--- src/hw/wcas_pkg.sv ---
//Contract
//- a prescaler divides the crystal input down to a once-per-second tick that advances time.
//- seconds and minutes each count sixty values as the two lowest time stages.
//- hours count twenty-four values and days count 32768 values as the upper stages.
//- periodic interrupts, when enabled, are raised on every second, minute, hour and day tick.
//- an enabled alarm interrupts when the running time equals its programmed value.
//- the first alarm matches hours, minutes and seconds only, once each day.
//- the second alarm matches day, hours, minutes and seconds.
//- the stopwatch loads a programmed value and drops by one on every tick.
//- an enabled stopwatch underflowing past zero raises the stopwatch interrupt.
//- any enabled clock interrupt condition is also a wakeup event from sleep.
//- a clock wakeup event can also wake from deep sleep and leave hibernate.
//- timekeeping runs from the crystal, independent of the processor's low-power state.
package wcas_pkg;

    typedef struct packed {
        logic [14:0] day;
        logic [4:0] hour;
        logic [5:0] min;
        logic [5:0] sec;
    } wcas_time_s;

    localparam logic [7:0] OFF_TIME = 8'h00;
    localparam logic [7:0] OFF_ALARM_TOD = 8'h04;
    localparam logic [7:0] OFF_ALARM_DAY = 8'h08;
    localparam logic [7:0] OFF_SWATCH = 8'h0c;
    localparam logic [7:0] OFF_INT_EN = 8'h10;
    localparam logic [7:0] OFF_STATUS = 8'h14;
    localparam logic [7:0] OFF_WAKE_CFG = 8'h18;

    localparam logic [5:0] SEC_LAST = 6'h3b;
    localparam logic [5:0] MIN_LAST = 6'h3b;
    localparam logic [4:0] HOUR_LAST = 5'h17;

    localparam int CRYSTAL_HZ = 32768;
    localparam int TICK_HZ = 1;
    localparam int PRESCALE_DEFAULT = CRYSTAL_HZ / TICK_HZ;

    localparam int NUM_EV = 7;
    localparam int EV_SEC = 0;
    localparam int EV_MIN = 1;
    localparam int EV_HOUR = 2;
    localparam int EV_DAY = 3;
    localparam int EV_ALM_TOD = 4;
    localparam int EV_ALM_DAY = 5;
    localparam int EV_SWATCH = 6;

    localparam int WAKE_DEEP_BIT = 0;
    localparam int WAKE_HIB_BIT = 1;

    localparam logic [NUM_EV-1:0] INT_EN_RST = 7'h00;
    localparam logic [1:0] WAKE_CFG_RST = 2'h0;
    localparam logic [31:0] TIME_RST = 32'h0000_0000;

endpackage

--- src/hw/wcas_top.sv ---
// Chosen here: the register offsets and the APB slave port.
`timescale 1ns/10ps
`default_nettype none
module wcas_top #(
    parameter int PRESCALE_DIV = wcas_pkg::PRESCALE_DEFAULT,
    parameter int SW_WIDTH = 16
) (
    input wire logic sys_clk,
    input wire logic rst_n,
    input wire logic crystal_input,
    input wire logic psel,
    input wire logic penable,
    input wire logic pwrite,
    input wire logic [7:0] paddr,
    input wire logic [31:0] pwdata,
    output logic [31:0] prdata,
    output logic pready,
    output logic pslverr,
    output logic irq_out,
    output logic wake_sleep,
    output logic wake_deep,
    output logic wake_hib
);
    localparam int PW = $clog2(PRESCALE_DIV);
    localparam int NE = wcas_pkg::NUM_EV;

    if (PRESCALE_DIV < 2) begin : g_chk_div
        $error("PRESCALE_DIV must be at least 2");
    end
    if (SW_WIDTH < 1 || SW_WIDTH > 32) begin : g_chk_sw
        $error("SW_WIDTH must be 1 to 32");
    end

    function automatic logic addr_hit(input logic [7:0] a);
        if (a == wcas_pkg::OFF_TIME) begin
            addr_hit = 1'b1;
        end else if (a == wcas_pkg::OFF_ALARM_TOD || a == wcas_pkg::OFF_ALARM_DAY) begin
            addr_hit = 1'b1;
        end else if (a == wcas_pkg::OFF_SWATCH || a == wcas_pkg::OFF_INT_EN) begin
            addr_hit = 1'b1;
        end else if (a == wcas_pkg::OFF_STATUS || a == wcas_pkg::OFF_WAKE_CFG) begin
            addr_hit = 1'b1;
        end else begin
            addr_hit = 1'b0;
        end
    endfunction

    logic xtal_prev_reg, xtal_prev_next;
    logic [PW-1:0] presc_reg, presc_next;
    wcas_pkg::wcas_time_s time_reg, time_next, t_adv;
    wcas_pkg::wcas_time_s alarm_tod_reg, alarm_tod_next;
    wcas_pkg::wcas_time_s alarm_day_reg, alarm_day_next;
    logic [SW_WIDTH-1:0] sw_reg, sw_next;
    logic [NE-1:0] int_en_reg, int_en_next;
    logic [NE-1:0] status_reg, status_next;
    logic [1:0] wake_cfg_reg, wake_cfg_next;
    logic [31:0] prdata_reg, prdata_next;
    logic pready_reg, pready_next;
    logic pslverr_reg, pslverr_next;
    logic irq_reg, irq_next;
    logic wake_sleep_reg, wake_sleep_next;
    logic wake_deep_reg, wake_deep_next;
    logic wake_hib_reg, wake_hib_next;

    logic xtal_edge, tick, acc, wr, setup;
    logic wr_time, wr_sw;
    logic sec_wrap, min_wrap, hour_wrap;
    logic [NE-1:0] ev, clr;
    logic wake_ev;

    assign prdata = prdata_reg;
    assign pready = pready_reg;
    assign pslverr = pslverr_reg;
    assign irq_out = irq_reg;
    assign wake_sleep = wake_sleep_reg;
    assign wake_deep = wake_deep_reg;
    assign wake_hib = wake_hib_reg;

    always_comb begin
        // answer one cycle into the access phase, so read data is registered
        setup = psel && penable && !pready_reg;
        acc = psel && penable && pready_reg;
        wr = acc && pwrite;
        wr_time = wr && paddr == wcas_pkg::OFF_TIME;
        wr_sw = wr && paddr == wcas_pkg::OFF_SWATCH;

        // counting only needs crystal edges, never the processor's clock gating
        xtal_prev_next = crystal_input;
        xtal_edge = crystal_input && !xtal_prev_reg;
        tick = xtal_edge && presc_reg == PW'(PRESCALE_DIV - 1);
        presc_next = presc_reg;
        if (xtal_edge) begin
            presc_next = tick ? '0 : presc_reg + PW'(1);
        end

        sec_wrap = time_reg.sec == wcas_pkg::SEC_LAST;
        min_wrap = time_reg.min == wcas_pkg::MIN_LAST;
        hour_wrap = time_reg.hour == wcas_pkg::HOUR_LAST;
        t_adv = time_reg;
        t_adv.sec = sec_wrap ? 6'h00 : time_reg.sec + 6'h01;
        if (sec_wrap) begin
            t_adv.min = min_wrap ? 6'h00 : time_reg.min + 6'h01;
        end
        if (sec_wrap && min_wrap) begin
            t_adv.hour = hour_wrap ? 5'h00 : time_reg.hour + 5'h01;
        end
        if (sec_wrap && min_wrap && hour_wrap) begin
            t_adv.day = time_reg.day + 15'h0001;
        end

        ev = '0;
        ev[wcas_pkg::EV_SEC] = tick;
        ev[wcas_pkg::EV_MIN] = tick && sec_wrap;
        ev[wcas_pkg::EV_HOUR] = tick && sec_wrap && min_wrap;
        ev[wcas_pkg::EV_DAY] = tick && sec_wrap && min_wrap && hour_wrap;
        ev[wcas_pkg::EV_ALM_TOD] = tick && t_adv[16:0] == alarm_tod_reg[16:0];
        ev[wcas_pkg::EV_ALM_DAY] = tick && t_adv == alarm_day_reg;
        ev[wcas_pkg::EV_SWATCH] = tick && sw_reg == '0
            && int_en_reg[wcas_pkg::EV_SWATCH];

        time_next = tick ? t_adv : time_reg;
        sw_next = tick ? sw_reg - SW_WIDTH'(1) : sw_reg;
        alarm_tod_next = alarm_tod_reg;
        alarm_day_next = alarm_day_reg;
        int_en_next = int_en_reg;
        wake_cfg_next = wake_cfg_reg;
        clr = '0;
        // a software write to time or stopwatch beats a tick landing in the same cycle
        if (wr_time) begin
            time_next = pwdata;
        end else if (wr_sw) begin
            sw_next = pwdata[SW_WIDTH-1:0];
        end else if (wr && paddr == wcas_pkg::OFF_ALARM_TOD) begin
            alarm_tod_next = pwdata;
        end else if (wr && paddr == wcas_pkg::OFF_ALARM_DAY) begin
            alarm_day_next = pwdata;
        end else if (wr && paddr == wcas_pkg::OFF_INT_EN) begin
            int_en_next = pwdata[NE-1:0];
        end else if (wr && paddr == wcas_pkg::OFF_STATUS) begin
            clr = pwdata[NE-1:0];
        end else if (wr && paddr == wcas_pkg::OFF_WAKE_CFG) begin
            wake_cfg_next = pwdata[1:0];
        end

        // set wins over a write-one-to-clear in the same cycle
        status_next = (status_reg & ~clr) | ev;
        // alarms interrupt only through their enable
        irq_next = |(status_next & int_en_next);
        wake_ev = |(ev & int_en_reg);
        wake_sleep_next = wake_ev;
        wake_deep_next = wake_ev && wake_cfg_reg[wcas_pkg::WAKE_DEEP_BIT];
        wake_hib_next = wake_ev && wake_cfg_reg[wcas_pkg::WAKE_HIB_BIT];

        pready_next = setup;
        pslverr_next = setup && !addr_hit(paddr);
        prdata_next = prdata_reg;
        if (setup && !pwrite) begin
            if (paddr == wcas_pkg::OFF_TIME) begin
                prdata_next = time_reg;
            end else if (paddr == wcas_pkg::OFF_ALARM_TOD) begin
                prdata_next = alarm_tod_reg;
            end else if (paddr == wcas_pkg::OFF_ALARM_DAY) begin
                prdata_next = alarm_day_reg;
            end else if (paddr == wcas_pkg::OFF_SWATCH) begin
                prdata_next = 32'(sw_reg);
            end else if (paddr == wcas_pkg::OFF_INT_EN) begin
                prdata_next = 32'(int_en_reg);
            end else if (paddr == wcas_pkg::OFF_STATUS) begin
                prdata_next = 32'(status_reg);
            end else if (paddr == wcas_pkg::OFF_WAKE_CFG) begin
                prdata_next = 32'(wake_cfg_reg);
            end else begin
                prdata_next = 32'h0000_0000;
            end
        end
    end

    always_ff @(posedge sys_clk) begin
        if (!rst_n) begin
            xtal_prev_reg <= 1'b0;
            presc_reg <= '0;
            time_reg <= wcas_pkg::TIME_RST;
            alarm_tod_reg <= wcas_pkg::TIME_RST;
            alarm_day_reg <= wcas_pkg::TIME_RST;
            sw_reg <= '0;
            int_en_reg <= wcas_pkg::INT_EN_RST;
            status_reg <= '0;
            wake_cfg_reg <= wcas_pkg::WAKE_CFG_RST;
            prdata_reg <= 32'h0000_0000;
            pready_reg <= 1'b0;
            pslverr_reg <= 1'b0;
            irq_reg <= 1'b0;
            wake_sleep_reg <= 1'b0;
            wake_deep_reg <= 1'b0;
            wake_hib_reg <= 1'b0;
        end else begin
            xtal_prev_reg <= xtal_prev_next;
            presc_reg <= presc_next;
            time_reg <= time_next;
            alarm_tod_reg <= alarm_tod_next;
            alarm_day_reg <= alarm_day_next;
            sw_reg <= sw_next;
            int_en_reg <= int_en_next;
            status_reg <= status_next;
            wake_cfg_reg <= wake_cfg_next;
            prdata_reg <= prdata_next;
            pready_reg <= pready_next;
            pslverr_reg <= pslverr_next;
            irq_reg <= irq_next;
            wake_sleep_reg <= wake_sleep_next;
            wake_deep_reg <= wake_deep_next;
            wake_hib_reg <= wake_hib_next;
        end
    end
endmodule
`default_nettype wire

--- config.mk ---
export PLATFORM = sky130hd
export DESIGN_NAME = wcas_top
export DESIGN_NICKNAME = d
export VERILOG_FILES = /design/src/hw/wcas_pkg.sv /design/src/hw/wcas_top.sv
export SDC_FILE = /design/constraint.sdc
export NUM_CORES = 1
export LEC_CHECK = 0
export BUFFER_PORTS_ARGS = -buffer_cell sky130_fd_sc_hd__buf_4
export CORE_MARGIN = 5
export CORE_UTILIZATION = 55
export CTS_CLUSTER_DIAMETER = 40
export DETAILED_ROUTE_END_ITERATION = 8
export PLACE_DENSITY = 0.77
export SLEW_MARGIN = 20
export SYNTH_ARGS = -nofsm -noshare
export SYNTH_HDL_FRONTEND = slang
export SYNTH_SLANG_ARGS = --single-unit
--- constraint.sdc ---
create_clock -name sys_clk -period 8 [get_ports sys_clk]
set_input_delay 1.6 -clock sys_clk [delete_from_list [all_inputs] [get_ports sys_clk]]
set_output_delay 1.6 -clock sys_clk [all_outputs]
set_load 0.005 [all_outputs]
# == Yosys cells after proc, flatten, opt, wreduce, memory -nomap -nowiden ==
# Index checks and enable logic that the tools add are counted.
# totals
ff_bits,182
latchBits,0
ramBits,0
mem_bits_ro,0
in_bits,46
out_inout_bits,38
elab_cells,129
n_memories,0
# op_classes
add_sub_neg,6
multipliers,0
div,0
order_cmp,0
eq_ne,12
shift,0
muxes,34
n_bitwise,11
n_reduce_logical,41
# ops
operator,count
$mux W32,5
$mux W7,13
$mux W16,4
$eq A32 B32 Y1,1
$add A15 B1 Y15 const B,2
$mux W15,2
$logic_and A1 B1 Y1,26
$eq A8 B5 Y1 const B,3
$and A7 B7 Y7,3
$mux W6,3
$eq A17 B17 Y1,1
$eq A8 B4 Y1 const B,2
$logic_not A16 Y1,1
$sub A16 B1 Y16 const B,1
$eq A15 B15 Y1 const B,1
$reduce_or A7 Y1,2
$add A6 B1 Y6 const B,2
$eq A6 B6 Y1 const B,2
$mux W5,2
$eq A8 B3 Y1 const B,1
$logic_not A8 Y1,1
$not A7 Y7,1
$or A7 B7 Y7,1
$reduce_and A7 Y1,1
other kinds (10),23

# == Logic depth before layout (Yosys ltp) ==
# logic_depth
depth_word,15
depth_mapped,12
ltp_nobuf,9

# == Worst setup path before layout ==
# No wires, ideal clock.
# synth_path
path_kind,input to register
from,input port paddr[1]
to,register alarm_tod_reg[0] in the netlist's numbering
setup_time_ns,0.122
arrival_ns,3.597
path_slack_ns,4.281
path_stages,10
path_buffers,2
cell_sequence,nor2_1 > or4b_1 > nor2_1 > nand2_1 > nor2_1 > clkbuf_1 > nand2_1 > clkbuf_1 > nand2_1 > a21boi_0
# synth_between
elab_chain_len,4
elab_cells_between_ends,9
cone_classes,eq/ne: 2; bitwise: 2; reduce/logical: 5
# synth_rtl
item,line_no,text
from (decl),wcas_top.sv:14,"input wire logic [7:0] paddr,"
$eq A8 B4 Y1 / $logic_not A8 Y1 (equally long branches),"wcas_top.sv:85, wcas_top.sv:84",
"$logic_and A1 B1 Y1, on equally long branches","wcas_top.sv:85, wcas_top.sv:84",
$not A1 Y1 (no line),-,
$reduce_and A3 Y1 (no line) *,-,
to (signal assigned),wcas_top.sv:183,alarm_tod_reg <= wcas_pkg::TIME_RST;
to (signal assigned),wcas_top.sv:200,alarm_tod_reg <= alarm_tod_next;
to (decl),wcas_top.sv:51,"wcas_pkg::wcas_time_s alarm_tod_reg, alarm_tod_next;"
# Every way passes the cells marked *; elsewhere a longest branch is shown, timed or not.
# A chain may end at the register's enable or synchronous reset.

# == Worst setup path in the final report ==
# layout_path
from,input port paddr[1]
to,register alarm_tod_reg[21] in the netlist's numbering
# Same word-level chain as after synthesis.

==> key figures <==
Final layout
  – Final net count: 1350
  – Antenna diode count: 0
  – Finished Core Util: 62.2%
  – Final instance area: 11600 µm²
  – Layout cells sized above 1: 12.4%
  – Area growth syn-to-layout: 11.9%

Timing
  – Fin crit period: 4.80 ns
  – Setup Skew: 0.0101 ns
  – Slew headroom: 30.3%
  – Final-report setup violation count: 0
  – Worst Max-Slew Pin Slew: 1.05 ns
  – Max Slew Vio Count: 0
  – Final Hold Fails: 0
  – Fin Setup TNS: 0 ns
  – Fmax: 0.208 GHz
  – Fin crit share: 60.0%
  – RSZ-0062 raised after global routing: false

Outcome
  – Status: complete, no violations

Global route
  – Vias in the first global route: 9076
  – Pin count of the biggest net entering global routing: 76
  – Initial antenna violation count: 0
  – Global-route wire length before repair: 50800 µm
  – GRT Total Usage: 29.3%
  – GRT overflow: 0

Detailed routing
  – 1st-iter DRT viols: 974
  – Routed WL: 32000 µm
  – First-pass DRT Iterations: 7
  – Post-route ant nets: 0
  – Vias per cell: 6.34
  – WL/cell: 20.7 µm
  – # DRC: 0
  – Vias: 9794

Power
  – Leakage: 0.00428 µW
  – Design Power: 1850 µW
  – Power Density: 160 nW/µm²
  – VDD IR max: 0.000147 V

Min path
  – Hold path startpoint: alarm_tod_reg[29]
  – Hold path endpoint: alarm_tod_reg[29]
  – Hold Path Stages: 2
  – Hold WC Path Type: reg2reg

Synth
  – #FFs+latches synth: 182
  – Distinct cells, synth: 78
  – Sequential share of the synthesized area: 35.2%
  – Synth Area in Compound Gates: 20.2%
  – Post-Syn Area: 10300 µm²
  – Cells after Synth: 1279
  – Ys async rst share: 0%
  – Mux cell area share after synthesis: 6.10%
  – Syn Nets: 1331
  – Xor/xnor cell area share of the yosys netlist: 7.12%
  – Largest family of logic cells by synthesized area: simple AND/OR/NAND/NOR gates
  – Synth warnings: 0
  – Simple-gate share of the synthesized area: 26.3%
  – Syn Area/Cell: 8.08 µm²
  – Post-synth EDFFs: 0
  – Top FF cell, synth: dfxtp_1
  – Fraction of the mapped netlist area in adder cells: 0.726%

CTS
  – Cts repair resizes: 0
  – Clock Latency Late Sink: 0.44 ns
  – Clock transition at path regs: 0.07 ns
  – CTS tree: yes
  – Post-CTS Hold Buffers: 0
  – Post-CTS Setup Bufs: 0
  – Clk sink count: 182
  – Clock Root Buffer: clkbuf_16
  – Cts bufs inserted: 17
  – H-tree depth: 4
  – Worst-case clock buffer depth: 2

Placement
  – Placed cell areas: 11000 µm²
  – Placer Congestion: 0.958
  – Buffers on Ports: 83
  – Dpl hpwl: 22000 µm

Setup path
  – Critical Path AT: 5.16 ns
  – Crit Path Category: in2reg
  – Setup slack, reg-to-reg: 3.70 ns
  – Crit start category: primary input
  – Worst path required time: 8.36 ns
  – Reg2Reg Capture Point: wake_deep
  – Top fanout value on the critical path: 35
  – Reg2Reg Depth: 9
  – Crit end category: flip-flop
  – FF-to-FF Start: time_reg[0]

Die
  – Io pins: 84
  – Die height: 147 µm
  – Num rows: 50
  – Die Width: 147 µm
  – Initial Utilization: 55.6%
  – Area of the die: 21600 µm²
  – Core ar.: 18600 µm²

Job
  – # Max-Cap Violations: 0
cells by family (layout without fill, tap and decap cells):
| logic type | Yosys count | count (layout) |
|---|---|---|
| XOR/XNOR | 84 | 84 |
| flip-flops | 182 | 182 |
| buffers and inverters | 109 | 141 |
| AO/OA/AOI/OAI | 289 | 289 |
| AND/OR/NAND/NOR | 556 | 556 |
| multiplexers | 53 | 53 |
| adder cells (fa/ha/maj) | 6 | 6 |
metal layers:
metal	track usage [%]	vias to the layer above	share of wire, %
met2	43.5	509	43
met5	0	-	0
li1	-	4607	-
met1	43.1	4638	45
met3	6.42	40	10
met4	7.60	0	1.6
through the flow:
stage	hold WS [ns]	instances	setup WS (ns)
after floorplan	0.435	1279	4.28
after global placement	0.441	1513	3.11
after detailed placement	0.446	1513	2.90
after CTS	0.455	1545	3.34
after global routing	0.475	1545	3.01
final	0.454	1545	3.20
power by group:
part	internal [µW]	switching, µW
registers	910	3.40
logic	37.3	54.4
clock network	448	399
total	1400	457
cells in the final DEF, fill, tap and decap left out, drive strengths merged, types with 11 or more instances in the layout:
master	n
nand2	252
dfxtp	182
buf	95
a21boi	84
nor2	79
xnor2	50
o21ai	50
nand3	44
mux2i	36
xor2	34
nor3	32
nor2b	25
a21oi	25
nand4	25
o211a	20
nor4	20
inv	20
a211oi	19
clkbuf	19
a221oi	12
a311oi	12
and3	12
or3	11
how the worst max path moves through the flow:
stage / startpoint / endpoint / slack (ns) / depth (start not counted)
global placement: paddr[1] / alarm_tod_reg[31] / 3.11 / 11
floorplan: paddr[1] / alarm_tod_reg[0] / 4.28 / 10
detailed placement: paddr[1] / alarm_tod_reg[21] / 2.90 / 11
finish: paddr[1] / alarm_tod_reg[21] / 3.20 / 11
CTS: paddr[1] / alarm_tod_reg[31] / 3.34 / 11
global route: paddr[1] / alarm_tod_reg[31] / 3.01 / 11
synthesized netlist by cell type, drive strengths merged (7+ instances only):
cell type / instances / area [µm²]
xor2: 34 / 298
o21ai: 50 / 250
nand3: 44 / 220
o211a: 20 / 200
a211oi: 19 / 143
a311oi: 12 / 105
a21boi: 84 / 631
mux2: 10 / 113
a31oi: 9 / 56.3
nor3: 32 / 181
dfxtp: 182 / 3640
buf: 17 / 96.3
nor4: 20 / 153
clkbuf: 78 / 293
nor2b: 25 / 156
a21oi: 25 / 125
and3: 12 / 75.1
a22oi: 7 / 52.6
nand4b: 7 / 61.3
mux2i: 36 / 360
xnor2: 50 / 438
nor2: 79 / 297
or3: 11 / 68.8
a221oi: 12 / 105
inv: 14 / 52.6
mux4: 7 / 158
nand4: 25 / 171
a22o: 10 / 87.6
nand2: 252 / 946
critical path: stages:
cell	delay [ns]
buf_4	0.11
nor2_1	0.26
or4b_1	0.54
nor2_2	0.11
buf_4	0.38
nand2_1	0.17
nor2_1	0.64
and2_1	0.68
buf_4	0.39
nand2_1	0.10
a21boi_1	0.15
cell type report:
cell class | count | area (µm²)
clock inverter | 13 | 139
inverter | 14 | 52.6
fill | 1645 | 7010
clock buffer | 19 | 443
multi-input combinational | 988 | 6280
timing repair buffer | 95 | 713
tap | 234 | 293
sequential | 182 | 3640
No activity file was read; power rests on OpenSTA's default activity.
